### src/inc/phy_regs_cfg.svh
// offsets, field positions, reset values and sizes of the mode/status block
`ifndef PHY_REGS_CFG_SVH
`define PHY_REGS_CFG_SVH
`define NEG_STATUS_OFS      5'h11
`define TEN_CFG_OFS         5'h12
`define INT_STATUS_OFS      5'h1c
`define INT_ENABLE_OFS      5'h1d
`define INT_CLEAR_OFS       5'h1e
`define MODE_HI             15
`define MODE_LO             12
`define ADDR_HI             8
`define ADDR_LO             4
`define MON_HI              3
`define MON_LO              0
`define LP_BIT              14
`define HB_BIT              13
`define SQ_BIT              12
`define JAB_BIT             11
`define SER_BIT             10
`define POL_BIT             0
`define MODE_RST            4'hf
`define MON_RST             4'h0
`define CTRL_RST            1'b1
`define POL_RST             1'b0
`define INT_EV_MODE         0
`define INT_EV_POL          1
`define INT_EV_DONE         2
`define INT_BITS            3
`define ADDR_W              5
`define DATA_W              16
`endif

### src/inc/phy_regs_pkg.sv
// types shared by the mode/status block
package phy_regs_pkg;
   typedef enum logic [3:0] {
      neg_idle        = 4'h0,
      neg_ability     = 4'h1,
      neg_ack         = 4'h2,
      neg_ack_fail    = 4'h3,
      neg_consist     = 4'h4,
      neg_consist_fail= 4'h5,
      neg_pd_ready    = 4'h6,
      neg_pd_fail     = 4'h7,
      neg_done        = 4'h8
   } neg_code_e;
   typedef struct packed {
      logic fast_full;
      logic fast_half;
      logic slow_full;
      logic slow_half;
   } res_mode_s;
endpackage

### src/inc/irq_if.sv
// event and interrupt signals between register bank and interrupt unit
`timescale 1ns/1ps
`default_nettype none
interface irq_if;
   logic [2:0] events;
   logic       wr_en;
   logic       wr_clr;
   logic [2:0] wdata;
   logic [2:0] status;
   logic [2:0] enable;
   modport bank (output events, output wr_en, output wr_clr, output wdata,
                 input status, input enable);
   modport unit (input events, input wr_en, input wr_clr, input wdata,
                 output status, output enable);
endinterface
`default_nettype wire

### src/hw/irq_unit.sv
// sticky event status with enable and write-one-to-clear
`timescale 1ns/1ps
`default_nettype none
`include "phy_regs_cfg.svh"
module irq_unit
   import phy_regs_pkg::*;
(
   input  wire logic sys_clk,
   input  wire logic rst_b,
   irq_if.unit       ifc
);
   // --------------------------------------------------------------
   // sticky status: a set in the clear cycle wins
   // --------------------------------------------------------------
   always_ff @(posedge sys_clk)
   begin
      if (!rst_b)
         ifc.status <= '0;
      else if (ifc.wr_clr)
         ifc.status <= (ifc.status & ~ifc.wdata) | ifc.events;
      else
         ifc.status <= ifc.status | ifc.events;
   end

   // --------------------------------------------------------------
   // enable mask
   // --------------------------------------------------------------
   always_ff @(posedge sys_clk)
   begin
      if (!rst_b)
         ifc.enable <= '0;
      else if (ifc.wr_en)
         ifc.enable <= ifc.wdata;
   end
endmodule
`default_nettype wire

### src/hw/phy_mode_status_registers.sv
// mode/status and 10 Mbps configuration registers of the transceiver
//
// Functional notes
// RULE_01: on negotiation completion the resolved mode lands in bits 15..12.
// RULE_02: the four resolved-mode flags are read-only and reset to one.
// RULE_03: software ignores the mode flags when negotiation is not in use.
// RULE_04: reserved bits read zero and drop written values.
// RULE_05: bits 8..4 hold the writable station address, reset from straps.
// RULE_06: the station address is matched msb first on management frames.
// RULE_07: the monitor field reports the nine documented negotiation codes.
// RULE_08: the monitor field is read-only and resets to zero.
// RULE_09: link-pulse enable resets to one; cleared it forces a good link. The code forces the good link only at 10 Mbps.
// RULE_10: heartbeat enable resets to one and gates the heartbeat function.
// RULE_11: heartbeat enable is ignored in full duplex.
// RULE_12: squelch select resets to one; one normal, zero low threshold.
// RULE_13: jabber enable resets to one, acting in 10 Mbps full or loopback.
// RULE_14: serial mode select is writable with its reset taken from a strap.
// RULE_15: software never selects serial mode while running at 100 Mbps.
// RULE_16: polarity flag follows the detector, read-only, resets to zero. The code holds the flag at zero at 100 Mbps.
// RULE_17: writes change only the writable fields of the addressed register.
`timescale 1ns/1ps
`default_nettype none
`include "phy_regs_cfg.svh"
module phy_mode_status_registers
   import phy_regs_pkg::*;
#(
   parameter int ADDR_W = `ADDR_W,
   parameter int DATA_W = `DATA_W
)
(
   input  wire logic              sys_clk,
   input  wire logic              rst_b,
   input  wire logic [ADDR_W-1:0] reg_addr,
   input  wire logic [DATA_W-1:0] reg_wdata,
   input  wire logic              reg_wr,
   input  wire logic              reg_rd,
   output logic      [DATA_W-1:0] reg_rdata,
   input  wire logic [4:0]        addr_strap,
   input  wire logic              serial_strap_low,
   input  wire logic              neg_complete,
   input  wire logic [3:0]        neg_result,
   input  wire logic [3:0]        neg_state,
   input  wire logic              neg_enabled,
   input  wire logic              pol_reversed_in,
   input  wire logic              speed_fast,
   input  wire logic              full_duplex,
   input  wire logic              loopback,
   input  wire logic              frame_addr_bit,
   input  wire logic              frame_addr_valid,
   input  wire logic              frame_addr_start,
   output logic                   frame_addr_match,
   output logic                   link_pulse_gen_on,
   output logic                   force_good_link,
   output logic                   heartbeat_active,
   output logic                   squelch_normal,
   output logic                   jabber_active,
   output logic                   serial_iface_select,
   output logic                   mode_flags_valid,
   output logic                   irq
);
   // widths are fixed by the register map; refuse anything else
   if (ADDR_W != 5 || DATA_W != 16)
   begin
      $error("phy_mode_status_registers: ADDR_W 5 and DATA_W 16 only");
   end

   // --------------------------------------------------------------
   // state
   // --------------------------------------------------------------
   res_mode_s        res_mode;
   logic [4:0]       station_address_field;
   neg_code_e        negotiation_monitor_code;
   logic             heartbeat_on;
   logic             jabber_guard_on;
   logic             squelch_sel;
   logic             polarity_reversed_flag;
   logic             strap_taken;
   logic [4:0]       shift_addr;
   logic [2:0]       shift_cnt;
   logic             shift_ok;
   logic [DATA_W-1:0] next_rdata;
   logic             wr_neg;
   logic             wr_ten;
   logic             pol_prev;
   res_mode_s        mode_prev;

   irq_if irq_bus ();

   irq_unit u_irq
   (
      .sys_clk (sys_clk),
      .rst_b   (rst_b),
      .ifc     (irq_bus.unit)
   );

   // address decode, shared by writes and reads
   function automatic logic hit(input logic [ADDR_W-1:0] a,
                                input logic [ADDR_W-1:0] ofs);
      hit = (a == ofs);
   endfunction

   // unmapped offsets decode to nothing, so writes there are dropped
   assign wr_neg = reg_wr && hit(reg_addr, `NEG_STATUS_OFS);
   assign wr_ten = reg_wr && hit(reg_addr, `TEN_CFG_OFS);

   // --------------------------------------------------------------
   // resolved mode flags, hardware only
   // --------------------------------------------------------------
   // flags keep the last result until the next completion pulse
   always_ff @(posedge sys_clk)
   begin
      if (!rst_b)
         res_mode <= `MODE_RST;                  // see RULE_02
      else if (neg_complete)
         res_mode <= neg_result;                 // see RULE_01
   end

   // flags mean nothing outside negotiation; software must check this
   always_ff @(posedge sys_clk)
   begin
      if (!rst_b)
         mode_flags_valid <= 1'b0;
      else
         mode_flags_valid <= neg_enabled;        // see RULE_03
   end

   // --------------------------------------------------------------
   // monitor code, debug view of the negotiation state
   // --------------------------------------------------------------
   // undefined codes are dropped so the field never shows a value
   // the debug decoder cannot name; the last legal code stays
   always_ff @(posedge sys_clk)
   begin
      if (!rst_b)
         negotiation_monitor_code <= neg_idle;   // see RULE_08
      else if (neg_state <= neg_done)
         negotiation_monitor_code <= neg_code_e'(neg_state); // see RULE_07
   end

   // --------------------------------------------------------------
   // station address: strap taken one clock after reset release
   // --------------------------------------------------------------
   // a strap cannot be loaded under reset, so a clocked load follows it
   // a write in that first cycle loses to the strap load
   always_ff @(posedge sys_clk)
   begin
      if (!rst_b)
         strap_taken <= 1'b0;
      else
         strap_taken <= 1'b1;
   end

   always_ff @(posedge sys_clk)
   begin
      if (!rst_b)
         station_address_field <= '0;
      else if (!strap_taken)
         station_address_field <= addr_strap;    // see RULE_05
      else if (wr_neg)
         station_address_field <= reg_wdata[`ADDR_HI:`ADDR_LO]; // see RULE_17
   end

   // --------------------------------------------------------------
   // 10 Mbps control bits
   // --------------------------------------------------------------
   // bits keep what software wrote at any speed; only the derived
   // outputs look at speed, so a rate change needs no rewrite
   always_ff @(posedge sys_clk)
   begin
      if (!rst_b)
      begin
         link_pulse_gen_on <= `CTRL_RST;         // see RULE_09
         heartbeat_on      <= `CTRL_RST;         // see RULE_10
         squelch_sel       <= `CTRL_RST;         // see RULE_12
         jabber_guard_on   <= `CTRL_RST;         // see RULE_13
      end
      else if (wr_ten)
      begin
         link_pulse_gen_on <= reg_wdata[`LP_BIT];
         heartbeat_on      <= reg_wdata[`HB_BIT];
         squelch_sel       <= reg_wdata[`SQ_BIT];
         jabber_guard_on   <= reg_wdata[`JAB_BIT];
      end
   end

   always_ff @(posedge sys_clk)
   begin
      if (!rst_b)
         serial_iface_select <= 1'b0;
      else if (!strap_taken)
         serial_iface_select <= serial_strap_low; // see RULE_14
      else if (wr_ten)
         serial_iface_select <= reg_wdata[`SER_BIT];
   end

   // --------------------------------------------------------------
   // effective controls toward the datapath
   // --------------------------------------------------------------
   // one register stage behind the bits, so the datapath sees a write
   // two clocks after the strobe
   always_ff @(posedge sys_clk)
   begin
      if (!rst_b)
      begin
         force_good_link  <= 1'b0;
         heartbeat_active <= 1'b0;
         squelch_normal   <= 1'b1;
         jabber_active    <= 1'b0;
      end
      else
      begin
         // pulse enable only counts at 10 Mbps
         force_good_link  <= !speed_fast && !link_pulse_gen_on; // see RULE_09
         heartbeat_active <= heartbeat_on && !full_duplex; // see RULE_11
         squelch_normal   <= squelch_sel;                  // see RULE_12
         jabber_active    <= jabber_guard_on && !speed_fast
                             && (full_duplex || loopback); // see RULE_13
      end
   end

   // --------------------------------------------------------------
   // polarity flag follows the detector
   // --------------------------------------------------------------
   // forced clear at 100 Mbps, where the 10 Mbps detector means nothing
   always_ff @(posedge sys_clk)
   begin
      if (!rst_b)
         polarity_reversed_flag <= `POL_RST;
      else
         polarity_reversed_flag <= pol_reversed_in && !speed_fast; // see RULE_16
   end

   // --------------------------------------------------------------
   // frame address matcher, msb arrives first
   // --------------------------------------------------------------
   // the counter stops at five so stray valid bits after the address
   // cannot disturb the captured value before the compare
   always_ff @(posedge sys_clk)
   begin
      if (!rst_b)
      begin
         shift_addr       <= '0;
         shift_cnt        <= '0;
         shift_ok         <= 1'b0;
         frame_addr_match <= 1'b0;
      end
      else if (frame_addr_start)
      begin
         shift_cnt        <= '0;
         shift_ok         <= 1'b0;
         frame_addr_match <= 1'b0;
      end
      else if (frame_addr_valid && shift_cnt != 3'd5)
      begin
         shift_addr <= {shift_addr[3:0], frame_addr_bit}; // see RULE_06
         shift_cnt  <= shift_cnt + 3'd1;
         if (shift_cnt == 3'd4)
            shift_ok <= 1'b1;
      end
      else if (shift_ok)
      begin
         shift_ok         <= 1'b0;
         frame_addr_match <= (shift_addr == station_address_field);
      end
   end

   // --------------------------------------------------------------
   // interrupt events: mode result, polarity change, completion
   // --------------------------------------------------------------
   // previous copies reset to the reset values, so leaving reset
   // raises no false change event
   always_ff @(posedge sys_clk)
   begin
      if (!rst_b)
      begin
         pol_prev  <= `POL_RST;
         mode_prev <= `MODE_RST;
      end
      else
      begin
         pol_prev  <= polarity_reversed_flag;
         mode_prev <= res_mode;
      end
   end

   always_comb
   begin
      irq_bus.events = '0;
      irq_bus.events[`INT_EV_MODE] = (res_mode != mode_prev);
      irq_bus.events[`INT_EV_POL]  = (polarity_reversed_flag != pol_prev);
      irq_bus.events[`INT_EV_DONE] = neg_complete;
   end

   assign irq_bus.wr_en  = reg_wr && hit(reg_addr, `INT_ENABLE_OFS);
   assign irq_bus.wr_clr = reg_wr && hit(reg_addr, `INT_CLEAR_OFS);
   assign irq_bus.wdata  = reg_wdata[`INT_BITS-1:0];

   // level output, registered so it comes from a flip-flop
   // costs one clock of interrupt latency, traded for a clean output
   always_ff @(posedge sys_clk)
   begin
      if (!rst_b)
         irq <= 1'b0;
      else
         irq <= |(irq_bus.status & irq_bus.enable);
   end

   // --------------------------------------------------------------
   // read mux; reserved and unmapped positions read zero
   // --------------------------------------------------------------
   // decoded from the live address so one register stage meets the
   // one-cycle read latency
   always_comb
   begin
      next_rdata = '0;                           // see RULE_04
      if (hit(reg_addr, `NEG_STATUS_OFS))
      begin
         next_rdata[`MODE_HI:`MODE_LO] = res_mode;
         next_rdata[`ADDR_HI:`ADDR_LO] = station_address_field;
         next_rdata[`MON_HI:`MON_LO]   = negotiation_monitor_code;
      end
      else if (hit(reg_addr, `TEN_CFG_OFS))
      begin
         next_rdata[`LP_BIT]  = link_pulse_gen_on;
         next_rdata[`HB_BIT]  = heartbeat_on;
         next_rdata[`SQ_BIT]  = squelch_sel;
         next_rdata[`JAB_BIT] = jabber_guard_on;
         next_rdata[`SER_BIT] = serial_iface_select; // see RULE_15
         next_rdata[`POL_BIT] = polarity_reversed_flag;
      end
      else if (hit(reg_addr, `INT_STATUS_OFS))
         next_rdata[`INT_BITS-1:0] = irq_bus.status;
      else if (hit(reg_addr, `INT_ENABLE_OFS))
         next_rdata[`INT_BITS-1:0] = irq_bus.enable;
   end

   // data valid only in the cycle after the strobe
   // cleared between reads so no stale word lingers on the bus
   always_ff @(posedge sys_clk)
   begin
      if (!rst_b)
         reg_rdata <= '0;
      else if (reg_rd)
         reg_rdata <= next_rdata;
      else
         reg_rdata <= '0;
   end
endmodule
`default_nettype wire

### config.mk
export PLATFORM = sky130hd
export DESIGN_NAME = phy_mode_status_registers
export DESIGN_NICKNAME = d
export VERILOG_FILES = /design/src/inc/phy_regs_pkg.sv /design/src/inc/irq_if.sv /design/src/hw/irq_unit.sv /design/src/hw/phy_mode_status_registers.sv
export VERILOG_INCLUDE_DIRS = /design/src /design/src/inc
export SDC_FILE = /design/constraint.sdc
export NUM_CORES = 1
export LEC_CHECK = 0
export BUFFER_PORTS_ARGS = -buffer_cell sky130_fd_sc_hd__buf_2
export CAP_MARGIN = 20
export CORE_ASPECT_RATIO = 1.25
export CORE_UTILIZATION = 45
export DETAILED_ROUTE_END_ITERATION = 7
export PLACE_DENSITY = 0.71
export SETUP_SLACK_MARGIN = 0.02
export SLEW_MARGIN = 20
export SYNTH_ARGS = -nofsm -noshare
export SYNTH_HDL_FRONTEND = slang
export SYNTH_SLANG_ARGS = --single-unit
### constraint.sdc
create_clock -name sys_clk -period 1.7 [get_ports sys_clk]
set_input_delay 0.255 -clock sys_clk [delete_from_list [all_inputs] [get_ports sys_clk]]
set_output_delay 0.255 -clock sys_clk [all_outputs]
set_load 0.03 [all_outputs]
Word level (Yosys, flattened, before mapping)
Index checks and enable logic that the tools add are counted.
{ "word_totals": {"mem_bits_rw": 0, "mem_count": 0, "wordCells": 93, "input_bits": 48, "latchBits": 0, "reg_bits": 63, "rom_bits": 0} }
{ "classes": {"muxes": 13, "reduce_logical": 22, "magnitude_cmp": 1, "eq_ne": 12, "multipliers": 0, "addsub": 1, "bitwise_logic": 10, "shift": 0, "n_div": 0} }
{ "ops": {"columns": ["operator", "count"], "rows": [
  ["equality test 5 bit, second input constant", 5],
  ["two-way mux 3 bit", 5],
  ["two-way mux 5 bit", 3],
  ["logical AND 1 bit", 10],
  ["bitwise AND 3 bit", 2],
  ["bitwise OR 3 bit", 2],
  ["AND reduction 2 bit", 3],
  ["OR reduction 3 bit", 2],
  ["equality test 5 bit", 1],
  ["NOT 1 bit", 5],
  ["less-or-equal comparator 4 bit, second input constant", 1],
  ["two-way mux 1 bit", 4],
  ["inequality test 2 x 1 -> 1 bit, second input constant", 2],
  ["inequality test 4 bit", 1],
  ["OR reduction 4 bit", 1],
  ["adder 3 x 1 -> 3 bit, second input constant", 1],
  ["equality test 3 bit, second input constant", 1],
  ["logical NOT 1 bit", 3],
  ["inequality test 3 bit, second input constant", 1],
  ["NOT 3 bit", 1],
  ["AND reduction 3 bit", 1],
  ["two-way mux 2 bit", 1],
  ["OR reduction 2 bit", 1],
  ["logical OR 1 bit", 1],
  ["inequality test 1 bit", 1]
]} }

Logic depth before layout (Yosys ltp)
{ "depth": {"word_depth": 5, "mapped_depth": 7, "ltp_nobuf": 6} }

Modules after synthesis
From an unflattened synthesis, not the netlist that was laid out.
{ "unflattened": {"cells_unflattened": 259, "hier_area_um2": 2462.4} }
{ "modules_own_cells": {"columns": ["module", "n_inst", "cells_each", "area_each_um2"], "rows": [
  ["phy_mode_status_registers", 1, 238, 2248.4],
  ["irq_unit", 1, 21, 214.0]
]} }

Least setup slack after synthesis
Ideal clock, no wire load.
{ "synth_path": {"path_type": "reg2reg", "start": "register shift_cnt[1]", "end": "register shift_addr[0]", "setup_time_ns": 0.116, "path_slack_ns": 0.236, "t_required_ns": 1.584, "arrival_time_ns": 1.348, "n_path_buf": 1, "stages_incl_launch_ff": 8, "path_cell_list": "dfxtp_1 -> inv_1 -> ha_1 -> a21boi_2 -> nor2b_1 -> buf_2 -> mux2i_1 -> nor2b_1"} }
{ "synth_between": {"elab_chain_cells": 3} }
{ "synth_lines": {"columns": ["element", "line_no", "source"], "rows": [
  ["start: declaration", "phy_mode_status_registers.sv:79", "logic [2:0] shift_cnt;"],
  ["start signal: assignment", "phy_mode_status_registers.sv:256", "shift_cnt <= shift_cnt + 3'd1;"],
  ["inequality test 3 bit", "phy_mode_status_registers.sv:253", "else if (frame_addr_valid && shift_cnt != 3'd5)"],
  ["logical AND 1 bit", "phy_mode_status_registers.sv:253", null],
  ["AND reduction 2 bit (no line)", null, null],
  ["end signal: assignment", "phy_mode_status_registers.sv:255", "shift_addr <= {shift_addr[3:0], frame_addr_bit};"],
  ["end: declaration", "phy_mode_status_registers.sv:78", "logic [4:0] shift_addr;"]
]} }
Every way passes these cells.
A chain may end at the register's enable or synchronous reset.

Worst setup path after layout
{ "layout_path": {"start": "register shift_cnt[1]", "end": "register shift_addr[3]"} }
The elaborated chain is that of the path after synthesis.

==> metrics.md <==
| Metric | Value |
|---|---|
| Drt initial violations | 61 |
| Vias per std cell | 5.02 |
| Skew final | between 0.004 and 0.005 ns |
| CTS tree | yes |
| Routed met1 length | between 2000 and 2500 microns |
| GRT Total Usage | 19.3% |
| Die Y | between 80 and 90 microns |
| Detailed-route via count | about 1900 |
| Worst-path maximum fanout | 6 |
| Primary FF master, synth | dfxtp_1 |
| Cts hold-fix bufs | 0 |
| Layout cell share with drive strength beyond 1 | about 29% |
| Die area | roughly 5700 sq um |
| Seq pwr share | ~50% |
| Count of cell types in the netlist | 40 |
| First drt pass iteration count | 4 |
| Startpoint types | flop |
| P_leak | between 0.001 and 0.0015 uW |
| Switch share | between 20% and 30% |
| H-tree Lvls | 3 |
| Largest net degree at the start of global routing | 22 |
| Fraction of registers with async set/reset | 0% |
| DRC | 0 |
| Worst setup margin | 0.277 ns |
| Longest Clk Path Bufs | 2 |
| Initial Util | 47.4% |
| Worst skew pair latency | about 0.34 ns |
| Layout area overhead | 25.1% |
| # resized after CTS | 0 |
| Fmax | roughly 700 MHz |
| Critical path required time | about 1.9 ns |
| Syn Nets | 295 |
| Post-Syn Area | 2440 sq um |
| Arr. time, crit path | 1.65 ns |
| Fin crit share | 83.7% |
| Hold Crit Class | in2reg |
| Routability Congestion | between 0.7 and 0.8 |
| Metal2 WL | 2550 microns |
| EDFF count, synth | 0 |
| Share of the synthesized area in the top cell type | roughly half |
| Synth Instances | 244 |
| # clock sinks | just over 60 |
| Die Wd | just under 70 microns |
| Clock power frac | 42.9% |
| Most frequent cells in the layout | buf_2, dfxtp_1, mux2i_1, o21ai_0, a21oi_1 |
| Pre-CTS setup slack | between 0.2 and 0.3 ns |
| Top Metal Used | met4 |
| Root Buffer | clkbuf_8 |
| Max Slew Vio Count | 0 |
| Worst VDD drop | ~730 uV |
| Fin cells | about 380 |
| Setup_tns | 0 ns |
| Global-route wire length before repair | 7980 microns |
| Reg2reg start | shift_cnt[1] |
| Grt total ovfl | 0 |
| Register area share after synthesis | between 50 and 60% |
| Hold Crit Depth | 2 |
| Initial antenna violation count | 0 |
| Critical path capture point type | flop |
| ANT cells | 0 |
| Setup CP Type | reg2reg |
| Wire per inst | around 13 microns |
| Top Ports | 73 |
| Syn Area/Cell | 10.0 sq um |
| Max-cap violations | 0 |
| Std-Cell Rows | 29 |
| Yosys Warn Count | 0 |
| FF-to-FF End | shift_addr[3] |
| Combinational share of power | 8.0% |
| Nets | approximately 370 |
| Met3 WL | ~220 microns |
| Post-CTS Setup Bufs | 0 |
| Top post-synthesis cells by area | dfxtp_1, mux2i_1, a21oi_1 |
| Final antenna-violating net count | 0 |
| Placed cell count | approximately 370 |
| Final setup viols | 0 |
| RSZ-0062 raised after global routing | no |
| Dpl hpwl | 3650 microns |
| Power per Cell Area | 1020 nW/um^2 |
| Setup slack, reg-to-reg | between 0.2 and 0.3 ns |
| P_sw | 692 uW |
| #FFs+latches synth | 62 |
| Final Critical Period | 1.42 ns |
| Dominant cell type by area after synthesis | dfxtp_1 |
| Most common cell after layout, fill and taps aside | buf_2 |
| Hold path endpoint | heartbeat_active |
| Int Pwr | approximately 2400 uW |
| Final Util | approximately three fifths |
| Total Wirelength | roughly 5000 microns |
| Core Box Area | between 5000 and 6000 sq um |
| Worst-path clk slew | approximately 0.060 ns |
| Final Hold Fails | 0 |
| Worst r2r path cells | 7 |
| Vias in the first global route | 1856 |
| PortBufs | 68 |
| Total Power | 3120 uW |
| Outcome | finished clean |
| Hold Path Origin | full_duplex |
| CTS buffer count | 9 |
[Yosys cell counts, drive strengths merged (3+ instances only)]
master / instances
a22oi: 3
a21boi: 4
nand2: 13
xor2: 4
xnor2: 8
nor3b: 3
nor4: 3
nor2b: 11
nand2b: 7
mux2i: 22
ha: 3
nor2: 14
a21oi: 15
o21ai: 15
inv: 7
o21a: 3
and2: 9
nand4: 6
clkbuf: 9
dfxtp: 62
[critical path, cell delays in order, from the launching register on]
cell and delay [ns]:
dfxtp_1 0.33, inv_1 0.07, ha_1 0.20, a21boi_2 0.17, nor2b_1 0.15, buf_4 0.16, mux2i_1 0.19, nor2b_1 0.06
[metrics by stage]
step	hold slack [ns]	area (sq um)
floorplan	0.283	2440
CTS	0.0738	3050
detailed placement	0.434	2850
global placement	0.430	2850
global route	0.0903	3050
finish	0.0903	3050
[power groups by stage]
stage	sequential, uW	clock (uW)	combinational (uW)
6_report	1530	1340	248
2_1_floorplan	1570	0	139
4_1_cts	1530	1370	250
3_3_place_gp	1560	0	246
3_5_place_dp	1570	0	249
5_1_grt	1540	1440	277
[flip-flops by register name, indices dropped and copies added, names as in the netlist, 3 cells and up]
register                  flops
reg_rdata                    15
shift_addr                    5
station_address_field         5
mode_prev                     4
negotiation_monitor_code      4
res_mode                      4
shift_cnt                     3
u_irq.ifc.enable              3
u_irq.ifc.status              3
[layout make-up]
cell class / instances / area, sq um
multi-input combinational: 164 / 1130
clock inverter: 5 / 75.1
inverter: 7 / 26.3
clock buffer: 10 / 128
sequential: 62 / 1240
tap: 62 / 77.6
timing repair buffer: 73 / 378
fill: 463 / 2100
[how the worst max path moves through the flow]
| stage | from | end | slack, ns | cells past startpoint |
|---|---|---|---|---|
| 6_report | shift_cnt[1] | shift_addr[3] | 0.28 | 7 |
| 3_5_place_dp | shift_cnt[1] | shift_addr[3] | 0.27 | 7 |
| 2_1_floorplan | shift_cnt[1] | shift_addr[0] | 0.24 | 7 |
| 5_1_grt | shift_cnt[1] | shift_addr[3] | 0.14 | 7 |
| 4_1_cts | shift_cnt[1] | shift_addr[3] | 0.26 | 7 |
| 3_3_place_gp | reg_addr[2] | reg_rdata[6] | 0.28 | 5 |
[per-layer routing]
| metal | GRT usage, % | up-vias |
|---|---|---|
| li1 | - | 988 |
| met1 | 19.6 | 866 |
| met2 | 33.5 | 57 |
| met3 | 4.76 | 12 |
| met4 | 12.7 | 0 |
| met5 | 0 | - |
[cell families (layout without fill, tap and decap cells)]
logic type / Yosys count / count (layout) / synth area share [%]
buffers and inverters: 18 / 95 / 2.97
AOI/OAI and AO/OA: 45 / 45 / 11.1
and+or+nand+nor: 81 / 81 / 20.1
xor gates and xnor gates: 12 / 12 / 4.30
muxes: 22 / 22 / 9.02
DFF: 62 / 62 / 50.8
adders and majority gates: 3 / 3 / 1.54
other: 1 / 1 / 0.154
Note: power is estimated with default switching activity, not from simulation.
